[config.mk]
export PLATFORM = sky130hd
export DESIGN_NAME = muovr_top
export DESIGN_NICKNAME = d
export VERILOG_FILES = /design/src/muovr_pkg.sv /design/src/muovr_link_if.sv /design/src/muovr_top.sv /design/src/muovr_pulse_qual.sv /design/src/muovr_limit.sv
export SDC_FILE = /design/constraint.sdc
export NUM_CORES = 1
export LEC_CHECK = 0
export BUFFER_PORTS_ARGS = -buffer_cell sky130_fd_sc_hd__buf_2
export CORE_MARGIN = 2
export CORE_UTILIZATION = 48
export CTS_CLUSTER_DIAMETER = 100
export DETAILED_ROUTE_END_ITERATION = 6
export GPL_TIMING_DRIVEN = 0
export MAX_ROUTING_LAYER = met4
export PLACE_DENSITY = 0.69
export SKIP_LAST_GASP = 1
export SLEW_MARGIN = 20
export SYNTH_ARGS = -nofsm -noshare
export SYNTH_HDL_FRONTEND = slang
export SYNTH_SLANG_ARGS = --single-unit
[constraint.sdc]
create_clock -name clk -period 15.8 [get_ports clk]
set_clock_uncertainty 0.15 [all_clocks]
set_input_delay 0.79 -clock clk [delete_from_list [all_inputs] [get_ports clk]]
set_output_delay 0.79 -clock clk [all_outputs]
set_load 0.02 [all_outputs]
[src/muovr_pkg.sv]
// Constants, field layouts and types of the muting override block.
// Assumes a 250 MHz clock and a 1 ms controller scan.
package muovr_pkg;
    // Clock and scan timing
    localparam int CLK_PERIOD_NS = 4;
    localparam int SCAN_PERIOD_US = 1000;
    localparam int SCAN_CYCLES = SCAN_PERIOD_US * 1000 / CLK_PERIOD_NS;
    localparam int SCAN_MS = SCAN_PERIOD_US / 1000;
    localparam int SCAN_W = 20;
    // Override pulse window, least time rounds up, longest rounds down
    localparam int OVR_MIN_MS = 100;
    localparam int OVR_MAX_MS = 3000;
    localparam int OVR_MIN_SCANS = (OVR_MIN_MS + SCAN_MS - 1) / SCAN_MS;
    localparam int OVR_MAX_SCANS = OVR_MAX_MS / SCAN_MS;
    localparam int OVR_CNT_W = 12;
    // Request blink
    localparam int BLINK_HZ = 2;
    localparam int BLINK_HALF_MS = 1000 / (2 * BLINK_HZ);
    localparam int BLINK_HALF_SCANS = BLINK_HALF_MS / SCAN_MS;
    localparam int BLINK_W = 9;
    // Total muting timer
    localparam int SCANS_PER_SEC = 1000 / SCAN_MS;
    localparam int RESUME_BONUS_S = 3;
    localparam int TIMER_W = 22;
    localparam logic [TIMER_W-1:0] RESUME_BONUS_SCANS = TIMER_W'(RESUME_BONUS_S * SCANS_PER_SEC);
    // Override budget
    localparam int SEC_W = 12;
    localparam int COUNT_W = 9;
    localparam logic [SEC_W-1:0] HOUR_S = 12'hE10;
    localparam logic [SEC_W-1:0] SHORT_TMT_S = 12'h00A;
    localparam logic [SEC_W-1:0] LONG_TMT_S = 12'h384;
    localparam logic [COUNT_W-1:0] SHORT_LIMIT = 9'h168;
    localparam logic [COUNT_W-1:0] LONG_LIMIT = 9'h005;
    localparam logic [COUNT_W-1:0] COUNT_MAX = 9'h1FF;
    // Pin bundle positions
    localparam int PIN_W = 8;
    localparam int PIN_SAFE = 4;
    localparam int PIN_OVR = 5;
    localparam int PIN_CONV = 6;
    localparam int PIN_EXEC = 7;
    // APB map
    localparam int ADDR_W = 8;
    localparam logic [ADDR_W-1:0] CTRL_ADDR = 8'h00;
    localparam logic [ADDR_W-1:0] STATUS_ADDR = 8'h04;
    localparam logic [ADDR_W-1:0] COUNT_ADDR = 8'h08;
    localparam int CTRL_CHECK_BIT = 16;
    localparam logic [SEC_W-1:0] CTRL_SEC_RESET = 12'h005;
    localparam logic CTRL_CHECK_RESET = 1'b1;
    localparam int ST_REQ = 0;
    localparam int ST_OEN = 1;
    localparam int ST_OVR = 2;
    localparam int ST_MSTAT = 3;
    localparam int ST_TIMEOUT = 4;
    localparam int ST_HOLD = 5;
    localparam int ST_EXHAUST = 6;
    localparam int ST_TOOLONG = 7;
    localparam int COUNT_LIMIT_LSB = 16;

    typedef enum logic [1:0] {
        QS_IDLE = 2'b00,
        QS_HIGH = 2'b01,
        QS_LONG = 2'b11
    } muovr_qstate_t;
endpackage

[src/muovr_link_if.sv]
// Carrier between the override top and its two helpers.
// Assumes all parties run on the same clock.
`timescale 1ns/100ps
interface muovr_link_if;
    logic tick;
    logic ovrLevel;
    logic arm;
    logic grant;
    logic tooLong;
    logic [muovr_pkg::SEC_W-1:0] totalSec;
    logic checkEn;
    logic [muovr_pkg::COUNT_W-1:0] limit;
    modport top (output tick, ovrLevel, arm, totalSec, checkEn, input grant, tooLong, limit);
    modport qual (input tick, ovrLevel, arm, output grant, tooLong);
    modport lim (input totalSec, checkEn, output limit);
endinterface

[src/muovr_top.sv]
// Override and override-request logic of the muting function, with APB registers.
// Assumes the muting core on the same clock supplies its status pulses and levels.
//
// How it works
// - Request blinks 2 Hz when muting off, a sensor on, guard blocked, enable off.
// - A qualified override pulse during a request raises the output enable.
// - Override pulses held longer than 3 s are ignored.
// - Override ends once sensors clear and guard outputs are on again.
// - No grant once the override budget is spent.
// - Budget is sixty minutes over the total muting time.
// - Total muting time of 1 to 10 s gives 360 overrides.
// - 15 minutes or more, or check disabled, gives 5 overrides.
// - Override counter steps when a request episode starts.
// - Counter clears on valid muting end, reset, idle to executing.
// - Pulse after blinking request restarts muting via the enable.
// - Faulty-sensor stop gives a one-scan request when conditions hold.
// - A repeated sensor fault stops again and requests again.
// - During override, direction, sequence and concurrency checks are skipped.
// - Conveyor stopped holds the muting timers.
// - Conveyor restart resumes timers with three extra seconds.
// - Status is one during clean override, zero on muting error.
// - Zero total muting time disables duration supervision.
//
// The implementer's own choices: the address map and the APB slave port.
`timescale 1ns/100ps
module muovr_top #(
    parameter int SCAN_CYCLES = muovr_pkg::SCAN_CYCLES
) (
    input wire logic clk,
    input wire logic rstn,
    input wire logic psel,
    input wire logic penable,
    input wire logic pwrite,
    input wire logic [muovr_pkg::ADDR_W-1:0] paddr,
    input wire logic [31:0] pwdata,
    output logic [31:0] prdata,
    output logic pready,
    output logic pslverr,
    input wire logic [3:0] muteSensor,
    input wire logic protectiveDeviceSafeOutput,
    input wire logic overrideIn,
    input wire logic conveyorRun,
    input wire logic execMode,
    input wire logic mutingActive,
    input wire logic mutingValidEnd,
    input wire logic mutingFaultStop,
    input wire logic mutingError,
    output logic overrideRequest,
    output logic outputEnable,
    output logic overrideActive,
    output logic mutingStatus,
    output logic timersHold,
    output logic mutingTimeout,
    output logic overrideExhausted
);
    typedef struct packed {
        logic [muovr_pkg::PIN_W-1:0] sync1;
        logic [muovr_pkg::PIN_W-1:0] sync2;
        logic execPrev;
        logic convPrev;
        logic [muovr_pkg::SCAN_W-1:0] scanCnt;
        logic tick;
        logic [muovr_pkg::BLINK_W-1:0] blinkCnt;
        logic blinkPhase;
        logic reqPrev;
        logic faultReq;
        logic reqOut;
        logic ovrActive;
        logic mstat;
        logic timeout;
        logic [muovr_pkg::COUNT_W-1:0] count;
        logic [muovr_pkg::TIMER_W-1:0] elapsed;
        logic [muovr_pkg::TIMER_W-1:0] credit;
        logic [muovr_pkg::SEC_W-1:0] ctrlSec;
        logic ctrlCheck;
        logic [31:0] rdata;
        logic err;
    } muovr_top_t;

    muovr_top_t q;
    muovr_top_t d;
    logic [1:0] rstSync_q;
    logic rstSyncN;
    muovr_link_if lnk ();

    logic [3:0] sensors;
    logic safeOk;
    logic convRun;
    logic reqCond;
    logic reqRise;
    logic clrEvt;
    logic exhausted;
    logic act;
    logic setup;
    logic access;
    logic mapped;

    always_ff @(posedge clk or negedge rstn) begin
        if (!rstn) begin
            rstSync_q <= 2'h0;
        end else begin
            rstSync_q <= {rstSync_q[0], 1'b1};
        end
    end
    assign rstSyncN = rstSync_q[1];

    muovr_pulse_qual uQual (
        .clk(clk),
        .rstn(rstSyncN),
        .lnk(lnk.qual)
    );

    muovr_limit uLimit (
        .clk(clk),
        .rstn(rstSyncN),
        .lnk(lnk.lim)
    );

    assign sensors = q.sync2[3:0];
    assign safeOk = q.sync2[muovr_pkg::PIN_SAFE];
    assign convRun = q.sync2[muovr_pkg::PIN_CONV];
    assign act = mutingActive || q.ovrActive;
    assign reqCond = !q.mstat && (sensors != 4'h0) && !safeOk && !q.ovrActive;
    assign reqRise = reqCond && !q.reqPrev;
    assign clrEvt = mutingValidEnd || (q.sync2[muovr_pkg::PIN_EXEC] && !q.execPrev);
    assign exhausted = q.count > lnk.limit;
    assign setup = psel && !penable;
    assign access = psel && penable;
    assign mapped = (paddr == muovr_pkg::CTRL_ADDR) || (paddr == muovr_pkg::STATUS_ADDR)
        || (paddr == muovr_pkg::COUNT_ADDR);

    assign lnk.tick = q.tick;
    assign lnk.ovrLevel = q.sync2[muovr_pkg::PIN_OVR];
    assign lnk.arm = reqCond && !exhausted;
    assign lnk.totalSec = q.ctrlSec;
    assign lnk.checkEn = q.ctrlCheck;

    always_comb begin
        d = q;
        // Pin synchronisers
        d.sync1 = {execMode, conveyorRun, overrideIn, protectiveDeviceSafeOutput, muteSensor};
        d.sync2 = q.sync1;
        d.execPrev = q.sync2[muovr_pkg::PIN_EXEC];
        d.convPrev = convRun;
        d.reqPrev = reqCond;
        // Scan divider
        d.tick = 1'b0;
        if (q.scanCnt == muovr_pkg::SCAN_W'(SCAN_CYCLES - 1)) begin
            d.scanCnt = '0;
            d.tick = 1'b1;
        end else begin
            d.scanCnt = q.scanCnt + 1'b1;
        end
        // Request blink, starts in the lit half
        if (!reqCond) begin
            d.blinkCnt = '0;
            d.blinkPhase = 1'b1;
        end else if (q.tick) begin
            if (q.blinkCnt == muovr_pkg::BLINK_W'(muovr_pkg::BLINK_HALF_SCANS - 1)) begin
                d.blinkCnt = '0;
                d.blinkPhase = !q.blinkPhase;
            end else begin
                d.blinkCnt = q.blinkCnt + 1'b1;
            end
        end
        // One-scan request after a faulty-sensor stop
        if (mutingFaultStop) begin
            d.faultReq = 1'b1;
        end else if (q.tick) begin
            d.faultReq = 1'b0;
        end
        d.reqOut = reqCond && (d.blinkPhase || d.faultReq);
        // Override cycle counter, a new episode outranks a clear
        if (clrEvt) begin
            d.count = reqRise ? muovr_pkg::COUNT_W'(1) : '0;
        end else if (reqRise && q.count != muovr_pkg::COUNT_MAX) begin
            d.count = q.count + 1'b1;
        end
        // Override state, grant outranks release
        if (lnk.grant) begin
            d.ovrActive = 1'b1;
        end else if (sensors == 4'h0 && safeOk) begin
            d.ovrActive = 1'b0;
        end
        d.mstat = (mutingActive || d.ovrActive) && !mutingError;
        // Total muting timer, a restart adds extra time as credit, credit kept unchanged if the sum would overflow
        if (!act) begin
            d.elapsed = '0;
            d.credit = '0;
        end else if (convRun && !q.convPrev) begin
            if (q.credit <= ~muovr_pkg::RESUME_BONUS_SCANS) begin
                d.credit = q.credit + muovr_pkg::RESUME_BONUS_SCANS;
            end
        end else if (q.tick && convRun && !q.timeout) begin
            d.elapsed = q.elapsed + 1'b1;
        end
        d.timeout = act && q.ctrlCheck && (q.ctrlSec != '0)
            && ({1'b0, q.elapsed} >= {1'b0, muovr_pkg::TIMER_W'(q.ctrlSec)
                * muovr_pkg::TIMER_W'(muovr_pkg::SCANS_PER_SEC)} + {1'b0, q.credit});
        // APB: data captured in setup, write taken in access
        if (setup) begin
            d.err = !mapped;
            d.rdata = 32'h0000_0000;
            case (paddr)
                muovr_pkg::CTRL_ADDR: begin
                    d.rdata[muovr_pkg::SEC_W-1:0] = q.ctrlSec;
                    d.rdata[muovr_pkg::CTRL_CHECK_BIT] = q.ctrlCheck;
                end
                muovr_pkg::STATUS_ADDR: begin
                    d.rdata[muovr_pkg::ST_REQ] = q.reqOut;
                    d.rdata[muovr_pkg::ST_OEN] = q.ovrActive;
                    d.rdata[muovr_pkg::ST_OVR] = q.ovrActive;
                    d.rdata[muovr_pkg::ST_MSTAT] = q.mstat;
                    d.rdata[muovr_pkg::ST_TIMEOUT] = q.timeout;
                    d.rdata[muovr_pkg::ST_HOLD] = !convRun;
                    d.rdata[muovr_pkg::ST_EXHAUST] = exhausted;
                    d.rdata[muovr_pkg::ST_TOOLONG] = lnk.tooLong;
                end
                muovr_pkg::COUNT_ADDR: begin
                    d.rdata[muovr_pkg::COUNT_W-1:0] = q.count;
                    d.rdata[muovr_pkg::COUNT_LIMIT_LSB +: muovr_pkg::COUNT_W] = lnk.limit;
                end
                default: d.rdata = 32'h0000_0000;
            endcase
        end
        if (access && pwrite && paddr == muovr_pkg::CTRL_ADDR) begin
            d.ctrlSec = pwdata[muovr_pkg::SEC_W-1:0];
            d.ctrlCheck = pwdata[muovr_pkg::CTRL_CHECK_BIT];
        end
    end

    always_ff @(posedge clk or negedge rstSyncN) begin
        if (!rstSyncN) begin
            q <= '{sync1: '0, sync2: '0, execPrev: 1'b0, convPrev: 1'b0, scanCnt: '0,
                tick: 1'b0, blinkCnt: '0, blinkPhase: 1'b1, reqPrev: 1'b0, faultReq: 1'b0,
                reqOut: 1'b0, ovrActive: 1'b0, mstat: 1'b0, timeout: 1'b0, count: '0,
                elapsed: '0, credit: '0, ctrlSec: muovr_pkg::CTRL_SEC_RESET,
                ctrlCheck: muovr_pkg::CTRL_CHECK_RESET, rdata: 32'h0000_0000, err: 1'b0};
        end else begin
            q <= d;
        end
    end

    assign prdata = q.rdata;
    assign pready = 1'b1;
    assign pslverr = access && q.err;
    assign overrideRequest = q.reqOut;
    assign outputEnable = q.ovrActive;
    assign overrideActive = q.ovrActive;
    assign mutingStatus = q.mstat;
    assign timersHold = !convRun;
    assign mutingTimeout = q.timeout;
    assign overrideExhausted = exhausted;
endmodule // muovr_top

[src/muovr_pulse_qual.sv]
// Override pushbutton pulse qualifier, width measured in scans.
// Assumes a synchronised override level and a one-cycle scan tick.
`timescale 1ns/100ps
module muovr_pulse_qual (
    input wire logic clk,
    input wire logic rstn,
    muovr_link_if.qual lnk
);
    typedef struct packed {
        muovr_pkg::muovr_qstate_t st;
        logic [muovr_pkg::OVR_CNT_W-1:0] cnt;
        logic grant;
    } muovr_qual_t;

    muovr_qual_t q;
    muovr_qual_t d;

    always_comb begin
        d = q;
        d.grant = 1'b0;
        case (q.st)
            muovr_pkg::QS_IDLE: begin
                if (lnk.ovrLevel) begin
                    d.st = muovr_pkg::QS_HIGH;
                    d.cnt = '0;
                end
            end
            muovr_pkg::QS_HIGH: begin
                if (!lnk.ovrLevel) begin
                    d.st = muovr_pkg::QS_IDLE;
                    d.grant = lnk.arm
                        && (q.cnt >= muovr_pkg::OVR_CNT_W'(muovr_pkg::OVR_MIN_SCANS))
                        && (q.cnt <= muovr_pkg::OVR_CNT_W'(muovr_pkg::OVR_MAX_SCANS));
                end else if (lnk.tick) begin
                    if (q.cnt >= muovr_pkg::OVR_CNT_W'(muovr_pkg::OVR_MAX_SCANS)) begin
                        d.st = muovr_pkg::QS_LONG;
                    end else begin
                        d.cnt = q.cnt + 1'b1;
                    end
                end
            end
            muovr_pkg::QS_LONG: begin
                if (!lnk.ovrLevel) begin
                    d.st = muovr_pkg::QS_IDLE;
                end
            end
            default: d.st = muovr_pkg::QS_IDLE;
        endcase
    end

    always_ff @(posedge clk or negedge rstn) begin
        if (!rstn) begin
            q <= '{st: muovr_pkg::QS_IDLE, cnt: '0, grant: 1'b0};
        end else begin
            q <= d;
        end
    end

    assign lnk.grant = q.grant;
    assign lnk.tooLong = (q.st == muovr_pkg::QS_LONG);
endmodule // muovr_pulse_qual

[src/muovr_limit.sv]
// Override budget derived from the total muting time setting.
// Assumes the setting changes only rarely, from the register file.
`timescale 1ns/100ps
module muovr_limit (
    input wire logic clk,
    input wire logic rstn,
    muovr_link_if.lim lnk
);
    typedef struct packed {
        logic [muovr_pkg::COUNT_W-1:0] limit;
    } muovr_lim_t;

    muovr_lim_t q;
    muovr_lim_t d;

    always_comb begin
        d = q;
        if (!lnk.checkEn || lnk.totalSec == '0 || lnk.totalSec >= muovr_pkg::LONG_TMT_S) begin
            d.limit = muovr_pkg::LONG_LIMIT;
        end else if (lnk.totalSec <= muovr_pkg::SHORT_TMT_S) begin
            d.limit = muovr_pkg::SHORT_LIMIT;
        end else begin
            d.limit = muovr_pkg::COUNT_W'(muovr_pkg::HOUR_S / lnk.totalSec);
        end
    end

    always_ff @(posedge clk or negedge rstn) begin
        if (!rstn) begin
            q <= '{limit: muovr_pkg::LONG_LIMIT};
        end else begin
            q <= d;
        end
    end

    assign lnk.limit = q.limit;
endmodule // muovr_limit

Word-level counts from Yosys, hierarchy flattened --
Index checks and enable logic that the tools add are counted.
Word-level totals: bits in registers 169, latch bits 0, bits in writable memories 0, bits in read-only memories 0, input port bits 57, logic and storage cells 155, memories 0
Cells by class: add/sub/neg operators 7, $mul 1, div/mod/pow operators 1, $lt $le $gt $ge 8, eq/ne operators 19, shift operators 0, mux-type cells 36, bitwise gates (word level) 0, reduce and logical (&&, ||, !) cells 57
Operator list (number):
- two-way mux 22 bit | 4
- two-way mux 9 bit | 5
- two-way mux 44 bit | 1
- two-way mux 14 bit | 2
- two-way mux 12 bit | 2
- case mux 12 bit (2 select lines) | 1
- case mux 8 bit (3 select lines) | 1
- adder 22 x 22 -> 23 bit | 1
- >= comparator 22 x 23 -> 1 bit | 1
- logical AND 1 bit | 23
- adder 22 x 1 -> 22 bit (second input constant) | 1
- adder 22 x 12 -> 22 bit (second input constant) | 1
- <= comparator 22 bit (second input constant) | 1
- adder 20 x 1 -> 20 bit (second input constant) | 1
- == test 20 x 18 -> 1 bit (second input constant) | 1
- two-way mux 10 bit | 2
- two-way mux 20 bit | 1
- multiplier 12 x 7 -> 19 bit (second input constant) | 1
- adder 9 x 1 -> 9 bit (second input constant) | 2
- zero test 1 bit | 14
- != test 2 bit (second input constant) | 7
- adder 12 x 1 -> 12 bit (second input constant) | 1
- divider 12 x 12 -> 12 bit (first input constant) | 1
- >= comparator 12 x 10 -> 1 bit (second input constant) | 1
- 31 further kinds | 53

Longest topological paths before layout --
Gate-level depths: netlist of run 1.
depth after elaboration 9, depth in mapped cells 85, gate-level depth less buffers 79

Modules after synthesis --
A second synthesis of run 1 with hierarchy kept.
Unflattened totals: cells, all modules 1698, area total of the unflattened synthesis 15249.6 µm²
Modules (own cells, without submodules):
- muovr_top | instances 1, cells an instance 1039, area each 10232.3 µm²
- muovr_limit | instances 1, cells an instance 557, area each 4057.6 µm²
- muovr_pulse_qual | instances 1, cells an instance 102, area each 959.7 µm²

Least setup slack after synthesis of run 1 --
OpenSTA, ideal clock, no wires.
path kind register -> register, start reg q (netlist bit lnk.totalSec[9]), end reg uLimit.q (netlist bit uLimit.lnk.limit[0]), library setup time 89 ps, arrival time 16599 ps, path slack -1038 ps, stages on the path, launching flop included 80, buffers on the path 5, path through dfrtp_1 -> inv_1 -> ha_1 -> nand4_1 -> nor2_1 -> nand2_1 -> ha_1 -> and3_1 -> nor2_1 -> mux2i_1 -> nand2_1 -> ha_1 -> nand2b_1 -> o2bb2ai_2 -> nand2_1 -> mux2_2 -> ha_1 -> a21oi_1 -> [... 44 more ...] -> ha_1 -> a21oi_1 -> o21ai_0 -> a21oi_1 -> a21oi_1 -> o221ai_1 -> clkbuf_1 -> o21ai_0 -> a31oi_1 -> ha_1 -> a21oi_1 -> nor2b_1 -> o21ai_0 -> nand2b_1 -> a21oi_1 -> o21ai_0 -> nand3_1 -> o211ai_1
RTL lines:
- start, declared | RTL line muovr_top.sv:80 | muovr_top_t q;
- start signal, assigned | RTL line muovr_top.sv:234 | q <= '{sync1: '0, sync2: '0, execPrev: 1'b0, convPrev: 1'b0, scanCnt: '0,
- end signal, assigned | RTL line muovr_limit.sv:29 | q <= '{limit: muovr_pkg::LONG_LIMIT};
- end, declared | RTL line muovr_limit.sv:13 | muovr_lim_t q;

==> metrics.md, run 1 <==
| Metric | Value |
|---|---|
| Status | `complete, but fails checks` |
| Violated checks | `negative setup slack` |
| DPL Wire Length | `27490 um` |
| HP Class | `register to asynchronous set/reset pin` |
| Largest net degree at the start of global routing | `56` |
| Initial Util | `48.79%` |
| Final Hold Fails | `0` |
| CTS clk-pin slew, worst paths | `around 0.070 ns` |
| Top post-synthesis cells by area | `dfrtp_1 (28%), ha_1 (16%), fa_1 (5.4%), nor2_1 (4.2%), xnor2_1 (4.1%)` |
| WL/cell | `19.80 um` |
| Reg-to-Reg End | `uLimit.lnk.limit[0]` |
| Post-route DRC | `0` |
| Die Ht | `177.8 um` |
| Final Slew Violations | `0` |
| Nature of the critical path endpoint | `register` |
| Unrepaired setup endpoints after global routing | `true` |
| Post-Syn Instances | `1587` |
| Max cap viols | `0` |
| Post-Syn Area | `14500 sq um` |
| Post-Layout Cell Count | `~2300` |
| Combinational family with the most area after synthesis | `adder cells` |
| Seq/Total Area, Yosys | `between 20% and 30%` |
| Ant diodes | `0` |
| Mux contribution to synthesized area | `~3.4%` |
| Placed cell count | `2056` |
| Ys flop type | `dfrtp_1` |
| Avg Cell Area, Syn | `9.136 sq um` |
| Compound-cell area share of the yosys netlist | `between 15 and 20%` |
| H-tree depth | `4` |
| Largest area contributor in the netlist | `dfrtp_1` |
| Die area | `31610 sq um` |
| First-pass GRT wire length | `~67000 um` |
| Starting DRT DRC Count | `1247` |
| Nets | `around 2100` |
| Post-Synth Adder-Cell Area | `21.52%` |
| Synthesis-stage register bit count | `166` |
| Vias in the first global route | `13310` |
| Worst Tran Pin Value | `1.117 ns` |
| Fmax | `58.56 MHz` |
| Number of distinct library cells after synthesis | `87` |
| Site Rows | `63` |
| Placed cell area | `about 16000 sq um` |
| Worst EP arrival | `17.23 ns` |
| Clock Path Buffers | `2` |
| Slowest-stage cell, CP | `o41ai_4` |
| FFs w/ async S/R, synth | `100.0%` |
| Cell mode on critical path | `ha_4` |
| Critical path class | `register to register` |
| Dpl ws | `-3.067 ns` |
| Via/cell ratio | `6.035` |
| Ys Warns | `0` |
| Met1 Use GR | `about a third` |
| Antenna Nets Post-Route | `0` |
| R2r setup slk | `-1.28 ns` |
| TritonCTS clock tree | `yes` |
| Share of cells above drive strength 1 | `27.53%` |
| Xor/xnor share of the synthesized area | `7.974%` |
| Met2 Use GR | `43.73%` |
| Grt met3 use | `4.606%` |
| Largest stage delay on the critical path | `0.51 ns` |
| Core Box Area | `29720 sq um` |
| Final setup fails | `1` |
| DR pass1 iterations | `5` |
| Worst reg2reg path startpoint | `lnk.totalSec[11]` |
| TritonCTS sink count | `166` |
| Initial antenna violation count | `0` |
| Routed WL | `between 40000 and 50000 um` |
| Max FO, Critical Path | `7` |
| Top-area cell type share of the netlist area | `27.61%` |
| Clock root cell | `clkbuf_16` |
| GPL Wtd Cong | `0.9261` |
| Vias after detailed routing | `13650` |
| PnR worst setup slack | `-1.276 ns` |
| CP required | `15.95 ns` |
| Skew-Pair Late Insertion Delay | `~0.43 ns` |
| Busiest grt layer | `met2` |
| Worst reg-to-reg path cell count | `a little over 80` |
| Num CTS Buffers | `17` |
| Worst rel slew slack | `25.19%` |
| P&R area growth vs syn | `28.17%` |
| Post-layout util | `62.53%` |
| Total track usage | `27.21%` |
| IO buf count | `65` |
| Die width | `177.8 um` |
| Fin area | `18580 sq um` |
| IO Pins | `98` |
| Minimum clock period after layout | `between 15 and 20 ns` |
| Synth Area in Simple Gates | `16.87%` |
| Startpoint Class | `register` |
| Number of enable flip-flop cells after synthesis | `0` |
| Crit share post-route | `108.1%` |
| Grt ovf | `0` |
Yosys cell counts, types with 34 or more instances:
cell type and count:
a21o_1 34, a21oi_1 82, buf_4 36, dfrtp_1 160, fa_1 39, ha_1 187
inv_1 83, nand2_1 112, nand3_1 53, nor2_1 161, o21ai_0 79, xnor2_1 68
xor2_1 64
repair_timing:
action | CTS | global route
pin swaps | 75 | 80
hold endpoints to repair | 2 | 0
resized for setup | 140 | 71
setup endpoints to repair | 2 | 2
cloned | 1 | 0
hold buffers | 1 | 0
buffers inserted | 128 | 46
kinds of logic after synthesis:
kind of cell,Yosys count
xor gates and xnor gates,132
other,2
adders and majority gates,226
and+or+nand+nor,509
AOI/OAI and AO/OA,354
buffers and inverters,153
DFF,166
muxes,45
cell usage in the layout, fill, tap and decap left out, drive strengths merged, types with 6 or more instances in the layout:
master,count
a211o,6
a211oi,12
a21boi,6
a21o,34
a21oi,82
a22o,12
a31oi,19
and2,7
and3,28
and4,8
buf,286
clkbuf,47
conb,13
dfrtp,160
dfstp,6
fa,39
ha,187
inv,81
mux2,26
mux2i,19
nand2,112
nand2b,16
nand3,53
nand4,26
nor2,161
nor2b,18
nor3,30
nor4,8
o211ai,16
o21a,21
o21ai,82
o31ai,7
or2,11
or3,18
xnor2,68
xor2,64
metal layers:
| metal | routed length, um | share of wire, % |
|---|---|---|
| met1 | 17970 | 40 |
| met2 | 20620 | 46 |
| met3 | 3397 | 7.6 |
| met4 | 2780 | 6.2 |
| met5 | 0 | 0 |
critical path: cells and delay by family, from the launching register on:
kind                       cells  cell delay (ns)
DFF                            1             0.50
adders and majority gates     12             3.32
muxes                          4             1.27
buffers and inverters         12             1.75
AOI/OAI and AO/OA             34             7.12
and+or+nand+nor               21             2.78
worst max-delay path by stage:
stage                startpoint                   to  cells past startpoint
5_1_grt        lnk.totalSec[11]  uLimit.lnk.limit[0]                     80
2_1_floorplan   lnk.totalSec[0]  uLimit.lnk.limit[0]                     77
3_5_place_dp    lnk.totalSec[6]  uLimit.lnk.limit[0]                     76
4_1_cts         lnk.totalSec[0]  uLimit.lnk.limit[0]                     79
3_3_place_gp    lnk.totalSec[1]  uLimit.lnk.limit[0]                     75
6_report       lnk.totalSec[11]  uLimit.lnk.limit[0]                     83
sequential cells by signal (all words and copies together) (netlist names), 2 cells and up:
| register | count |
|---|---|
| prdata | 21 |
| d | 9 |
| rstSync_q | 2 |
| q | 90 |
| uQual.q | 14 |
| uLimit.lnk.limit | 9 |
| lnk.totalSec | 12 |
per-stage QoR:
stage                     setup TNS, ns  hold WS [ns]
after floorplan                       0        0.1812
after global placement           -4.210        0.1831
after detailed placement         -4.577        0.1092
after CTS                      -0.05772        0.1191
after global routing             -1.905        0.1349
final                            -1.276        0.1059
final cells by class:
cell class | count | area [sq um]
sequential | 166 | 4198
timing repair buffer | 243 | 1743
clock inverter | 9 | 116.4
clock buffer | 22 | 474.2
fill | 2260 | 11130
buffer | 69 | 489.2
tap | 390 | 488.0
inverter | 83 | 370.4
multi-input combinational | 1279 | 10700
Power of run 1 is left out: the tool's default activity adds up to more than one toggle a clock period on the data nets, which glitch-free logic cannot reach.
==> run 2, diff against run 1 <==
--- a/config.mk
+++ b/config.mk
@@ -13,8 +13,10 @@
 export GPL_TIMING_DRIVEN = 0
 export MAX_ROUTING_LAYER = met4
 export PLACE_DENSITY = 0.69
+export SETUP_SLACK_MARGIN = 0.4
 export SKIP_LAST_GASP = 1
 export SLEW_MARGIN = 20
 export SYNTH_ARGS = -nofsm -noshare
 export SYNTH_HDL_FRONTEND = slang
 export SYNTH_SLANG_ARGS = --single-unit
+export TNS_END_PERCENT = 20
==> metrics.md, run 2 (synthesized netlist as in run 1, its figures left out) <==
| Metric | Value |
|---|---|
| PnR worst setup slack | `-0.3881 ns` |
| Nets | `roughly 2100` |
| Largest stage delay on the critical path | `0.66 ns` |
| Site Rows | `63` |
| Skew-Pair Late Insertion Delay | `0.45 ns` |
| Worst path top cell family by delay | `compound AO/OA/AOI/OAI gates` |
| Max FFs per register | `90` |
| Clock Path Buffers | `2` |
| Die area | `around 32000 sq um` |
| Post-route DRC | `0` |
| Startpoint Class | `register` |
| WL/cell | `18.15 um` |
| Num CTS Buffers | `17` |
| Fin area | `roughly 18000 sq um` |
| Unrepaired setup endpoints after global routing | `true` |
| GPL Wtd Cong | `between 0.8 and 0.9` |
| Critical path class | `register to register` |
| # fillers | `2363` |
| IO buf count | `65` |
| Die width | `177.8 um` |
| Via/cell ratio | `5.785` |
| Max cap viols | `0` |
| Most flop-heavy register | `q` |
| Worst rel slew slack | `32.18%` |
| Minimum clock period after layout | `16.19 ns` |
| Status | `complete, but fails checks` |
| Cell mode on critical path | `ha_4` |
| Most common cell after layout, fill and taps aside | `buf_4` |
| Final Slew Violations | `0` |
| HP Class | `register to register` |
| Crit share post-route | `102.5%` |
| Final setup fails | `1` |
| Vias after detailed routing | `about 13000` |
| Die Ht | `between 150 and 200 um` |
| Commonest non-fill, non-tap cells in the layout | `buf_4 (170), nor2_1 (152), ha_1 (149), dfrtp_1 (149), nand2_1 (103)` |
| Slowest-stage cell, CP | `dfstp_4` |
| Initial Util | `48.79%` |
| Starting DRT DRC Count | `842` |
| CP required | `about 16 ns` |
| Routed WL | `40520 um` |
| TritonCTS clock tree | `yes` |
| Clock root cell | `clkbuf_16` |
| Largest net degree at the start of global routing | `just under 60` |
| P&R area growth vs syn | `27.07%` |
| Vias in the first global route | `approximately 12000` |
| Share of cells above drive strength 1 | `between 20% and 30%` |
| IO Pins | `98` |
| Final Hold Fails | `0` |
| Total track usage | `26.15%` |
| First-pass GRT wire length | `63760 um` |
| CTS clk-pin slew, worst paths | `0.07 ns` |
| Buf/Inv on CP | `9` |
| R2r setup slk | `-0.39 ns` |
| Worst Tran Pin Value | `1.013 ns` |
| Placed cell area | `between 15000 and 20000 sq um` |
| Antenna Nets Post-Route | `0` |
| DPL Wire Length | `between 20000 and 30000 um` |
| Initial antenna violation count | `1` |
| DR pass1 iterations | `5` |
| Fmax | `61.77 MHz` |
| H-tree depth | `4` |
| Nature of the critical path endpoint | `register` |
| Grt ovf | `0` |
| Max FO, Critical Path | `6` |
| Core Box Area | `29720 sq um` |
| Worst EP arrival | `16.35 ns` |
| Violated checks | `negative setup slack` |
| TritonCTS sink count | `166` |
## run 2: cell count changes in the layout (fill, tap and decap cells not counted), sizes merged
cell         delta
buf            -30
clkbuf          -5
inv             +3
clkinvlp        +2
diode           +1
dlygate4sd3     +1
## run 2: final cells by class
class | instances | area, sq um | share of cell area (%)
multi-input cells | 1279 | 10730 | 58.25
flip-flops and latches | 166 | 4198 | 22.78
repair buffers | 212 | 1516 | 8.231
plain buffers | 70 | 509.2 | 2.764
well taps | 390 | 488.0 | 2.649
clock buffers | 18 | 439.2 | 2.384
inverters | 83 | 372.9 | 2.024
clock inverters | 14 | 165.2 | 0.8964
diodes | 1 | 2.502 | 0.01358
## run 2: stage by stage
stage / std cells / setup WS, ns / hold WS, ns / TNS, ns / utilization [%]
3_3_place_gp: 2053 / -2.055 / 0.1823 / -2.757 / 53.39
6_report: 2233 / -0.3881 / 0.1995 / -0.3881 / 62.00
4_1_cts: 2198 / -0.1772 / 0.2010 / -0.1772 / 59.83
3_5_place_dp: 2056 / -2.339 / -0.01428 / -3.253 / 53.68
2_1_floorplan: 1598 / 0.4151 / 0.1812 / 0 / -
5_1_grt: 2233 / -0.8976 / 0.2086 / -0.8976 / 62.00
## run 2: worst register-to-register path: cells and delay by family, from the launching register on
family,cells,cell delay (ns)
AOI/OAI and AO/OA,34,6.83
adders and majority gates,12,3.25
and+or+nand+nor,20,2.39
muxes,5,1.65
buffers and inverters,9,1.14
DFF,1,0.66
## run 2: per-layer routing
layer  up-vias  wire length [um]  track usage (%)
met2       418             19430            42.18
met3       120              2000            4.370
li1       6130                 -                -
met1      6250             17840            33.12
met5         -                 0                -
met4         0              1251            9.426
## run 2: what timing repair did
item,CTS,global route
hold endpoints to repair,4,0
setup buffers,108,34
hold buffers,2,0
setup endpoints to repair,2,2
resized for setup,93,72
pin swaps,75,77
## run 2: worst paths after layout
path / start / to / cells past startpoint
setup / recovery: lnk.totalSec[0] / uLimit.lnk.limit[0] / 80
hold / removal: d[140] / q[140] / 0
setup reg to reg: lnk.totalSec[0] / uLimit.lnk.limit[0] / 80
hold reg to reg: d[140] / q[140] / 0
max in group asynchronous: rstSync_q[1] / uLimit.lnk.limit[2] / 2
min in group asynchronous: rstSync_q[1] / q[142] / 1
Power of run 2 is left out for the same reason.
==> run 3, diff against run 2 <==
--- a/config.mk
+++ b/config.mk
@@ -10,7 +10,6 @@
 export CORE_UTILIZATION = 48
 export CTS_CLUSTER_DIAMETER = 100
 export DETAILED_ROUTE_END_ITERATION = 6
-export GPL_TIMING_DRIVEN = 0
 export MAX_ROUTING_LAYER = met4
 export PLACE_DENSITY = 0.69
 export SETUP_SLACK_MARGIN = 0.4
==> metrics.md, run 3 (synthesized netlist as in run 1, its figures left out) <==
| Metric | Value |
|---|---|
| TritonCTS sink count | `166` |
| Nature of the critical path endpoint | `register` |
| Max FFs per register | `90` |
| Site Rows | `63` |
| Grt met3 use | `about 3.5%` |
| Routed WL | `37670 um` |
| Crit share post-route | `98.94%` |
| Most flop-heavy register | `q` |
| Buf/Inv on CP | `9` |
| Share of cells above drive strength 1 | `27.07%` |
| GPL Wtd Cong | `0.8831` |
| Worst Tran Pin Value | `0.9874 ns` |
| Sequential cell area | `4172 sq um` |
| Max FO, Critical Path | `8` |
| Dpl ws | `-0.2542 ns` |
| Worst EP arrival | `15.86 ns` |
| Commonest non-fill, non-tap cells in the layout | `buf_4 (210), ha_1 (155), dfrtp_1 (154)` |
| Post-route DRC | `0` |
| Num CTS Buffers | `17` |
| Area of the multi-input gates | `between 10000 and 15000 sq um` |
| Die Ht | `177.8 um` |
| Largest net degree at the start of global routing | `77` |
| CTS clk-pin slew, worst paths | `0.07 ns` |
| Clock root cell | `clkbuf_16` |
| Nets | `about 2100` |
| Largest stage delay on the critical path | `0.57 ns` |
| Post-Layout Cell Count | `about 2200` |
| DPL Wire Length | `about 28000 um` |
| # fillers | `2393` |
| Startpoint Class | `register` |
| Initial antenna violation count | `0` |
| P&R area growth vs syn | `25.74%` |
| Slowest-stage cell, CP | `dfstp_2` |
| Vias in the first global route | `12570` |
| Skew-Pair Late Insertion Delay | `0.44 ns` |
| Status | `finished, final reports clean` |
| First-pass GRT wire length | `around 61000 um` |
| Initial Util | `48.79%` |
| H-tree depth | `4` |
| Most common cell after layout, fill and taps aside | `buf_4` |
| Clock Path Buffers | `2` |
| HP Class | `register to asynchronous set/reset pin` |
| Grt ovf | `0` |
| Final Slew Violations | `0` |
| Met1 Use GR | `31.45%` |
| Vias after detailed routing | `around 12000` |
| CP required | `between 15 and 20 ns` |
| Ant diodes | `0` |
| Worst rel slew slack | `33.87%` |
| Fmax | `63.97 MHz` |
| Antenna Nets Post-Route | `0` |
| TritonCTS clock tree | `yes` |
| PnR worst setup slack | `0.1678 ns` |
| DR pass1 iterations | `7` |
| Busiest grt layer | `met2` |
| TNS Setup | `0 ns` |
| Minimum clock period after layout | `15.63 ns` |
| Max cap viols | `0` |
| Worst path top cell family by delay | `compound AO/OA/AOI/OAI gates` |
| Cell mode on critical path | `ha_4` |
| Critical path class | `register to register` |
| Final Hold Fails | `0` |
| Starting DRT DRC Count | `763` |
| WL/cell | `between 15 and 20 um` |
| Die area | `31610 sq um` |
| Core Box Area | `29720 sq um` |
| Final setup fails | `0` |
| IO Pins | `98` |
| Placed cell count | `2162` |
| Unrepaired setup endpoints after global routing | `true` |
| Total track usage | `24.84%` |
| IO buf count | `between 60 and 70` |
| Die width | `177.8 um` |
| Via/cell ratio | `5.581` |
| Met2 Use GR | `41.91%` |
## run 3: repair_timing
| item | CTS | global route |
|---|---|---|
| hold buffers | 1 | 0 |
| buffers inserted | 21 | 21 |
| pin swaps | 26 | 79 |
| hold endpoints to repair | 2 | 0 |
| endpoints found under the setup margin | 1 | 1 |
| gates resized for setup | 32 | 65 |
## run 3: worst paths after layout
path                                  from                  end  slack [ns]  cells past startpoint
max                        lnk.totalSec[0]  uLimit.lnk.limit[0]        0.17                     73
max in group asynchronous     rstSync_q[1]                q[74]       14.18                      1
min in group clk                    d[139]               q[139]        0.20                      0
min                           rstSync_q[1]               q[109]        0.07                      0
min reg2reg                   rstSync_q[1]               q[109]        0.07                      0
max reg2reg                lnk.totalSec[0]  uLimit.lnk.limit[0]        0.17                     73
## run 3: layout make-up
type / instances / share of cell area, %
clock buffers: 19 / 2.429
clock inverters: 13 / 0.8167
inverters: 83 / 1.743
multi-input cells: 1279 / 58.27
flip-flops and latches: 166 / 22.88
well taps: 390 / 2.677
repair buffers: 287 / 11.18
## run 3: layer usage
metal / wire length (um) / up-vias / part of all wire, %
met2: 18500 / 219 / 49
met4: 803 / 0 / 2.1
met1: 17260 / 6107 / 46
met5: 0 / - / 0
met3: 1104 / 56 / 2.9
li1: - / 6103 / -
## run 3: worst register-to-register path, delay by kind of cell (launching register included)
kind	cells	cell delay, ns
AOI/OAI and AO/OA	31	6.64
adders and majority gates	12	3.15
and+or+nand+nor	16	2.31
muxes	5	1.49
buffers and inverters	9	1.29
DFF	1	0.57
## run 3: stage by stage
step	hold slack, ns	cell area, sq um	util, %
floorplan	0.1812	15050	-
global route	0.09128	18230	61.35
detailed placement	0.07112	16750	56.38
CTS	0.07402	17660	59.44
global placement	0.07010	16750	56.38
finish	0.06671	18230	61.35
Power of run 3 is left out for the same reason.
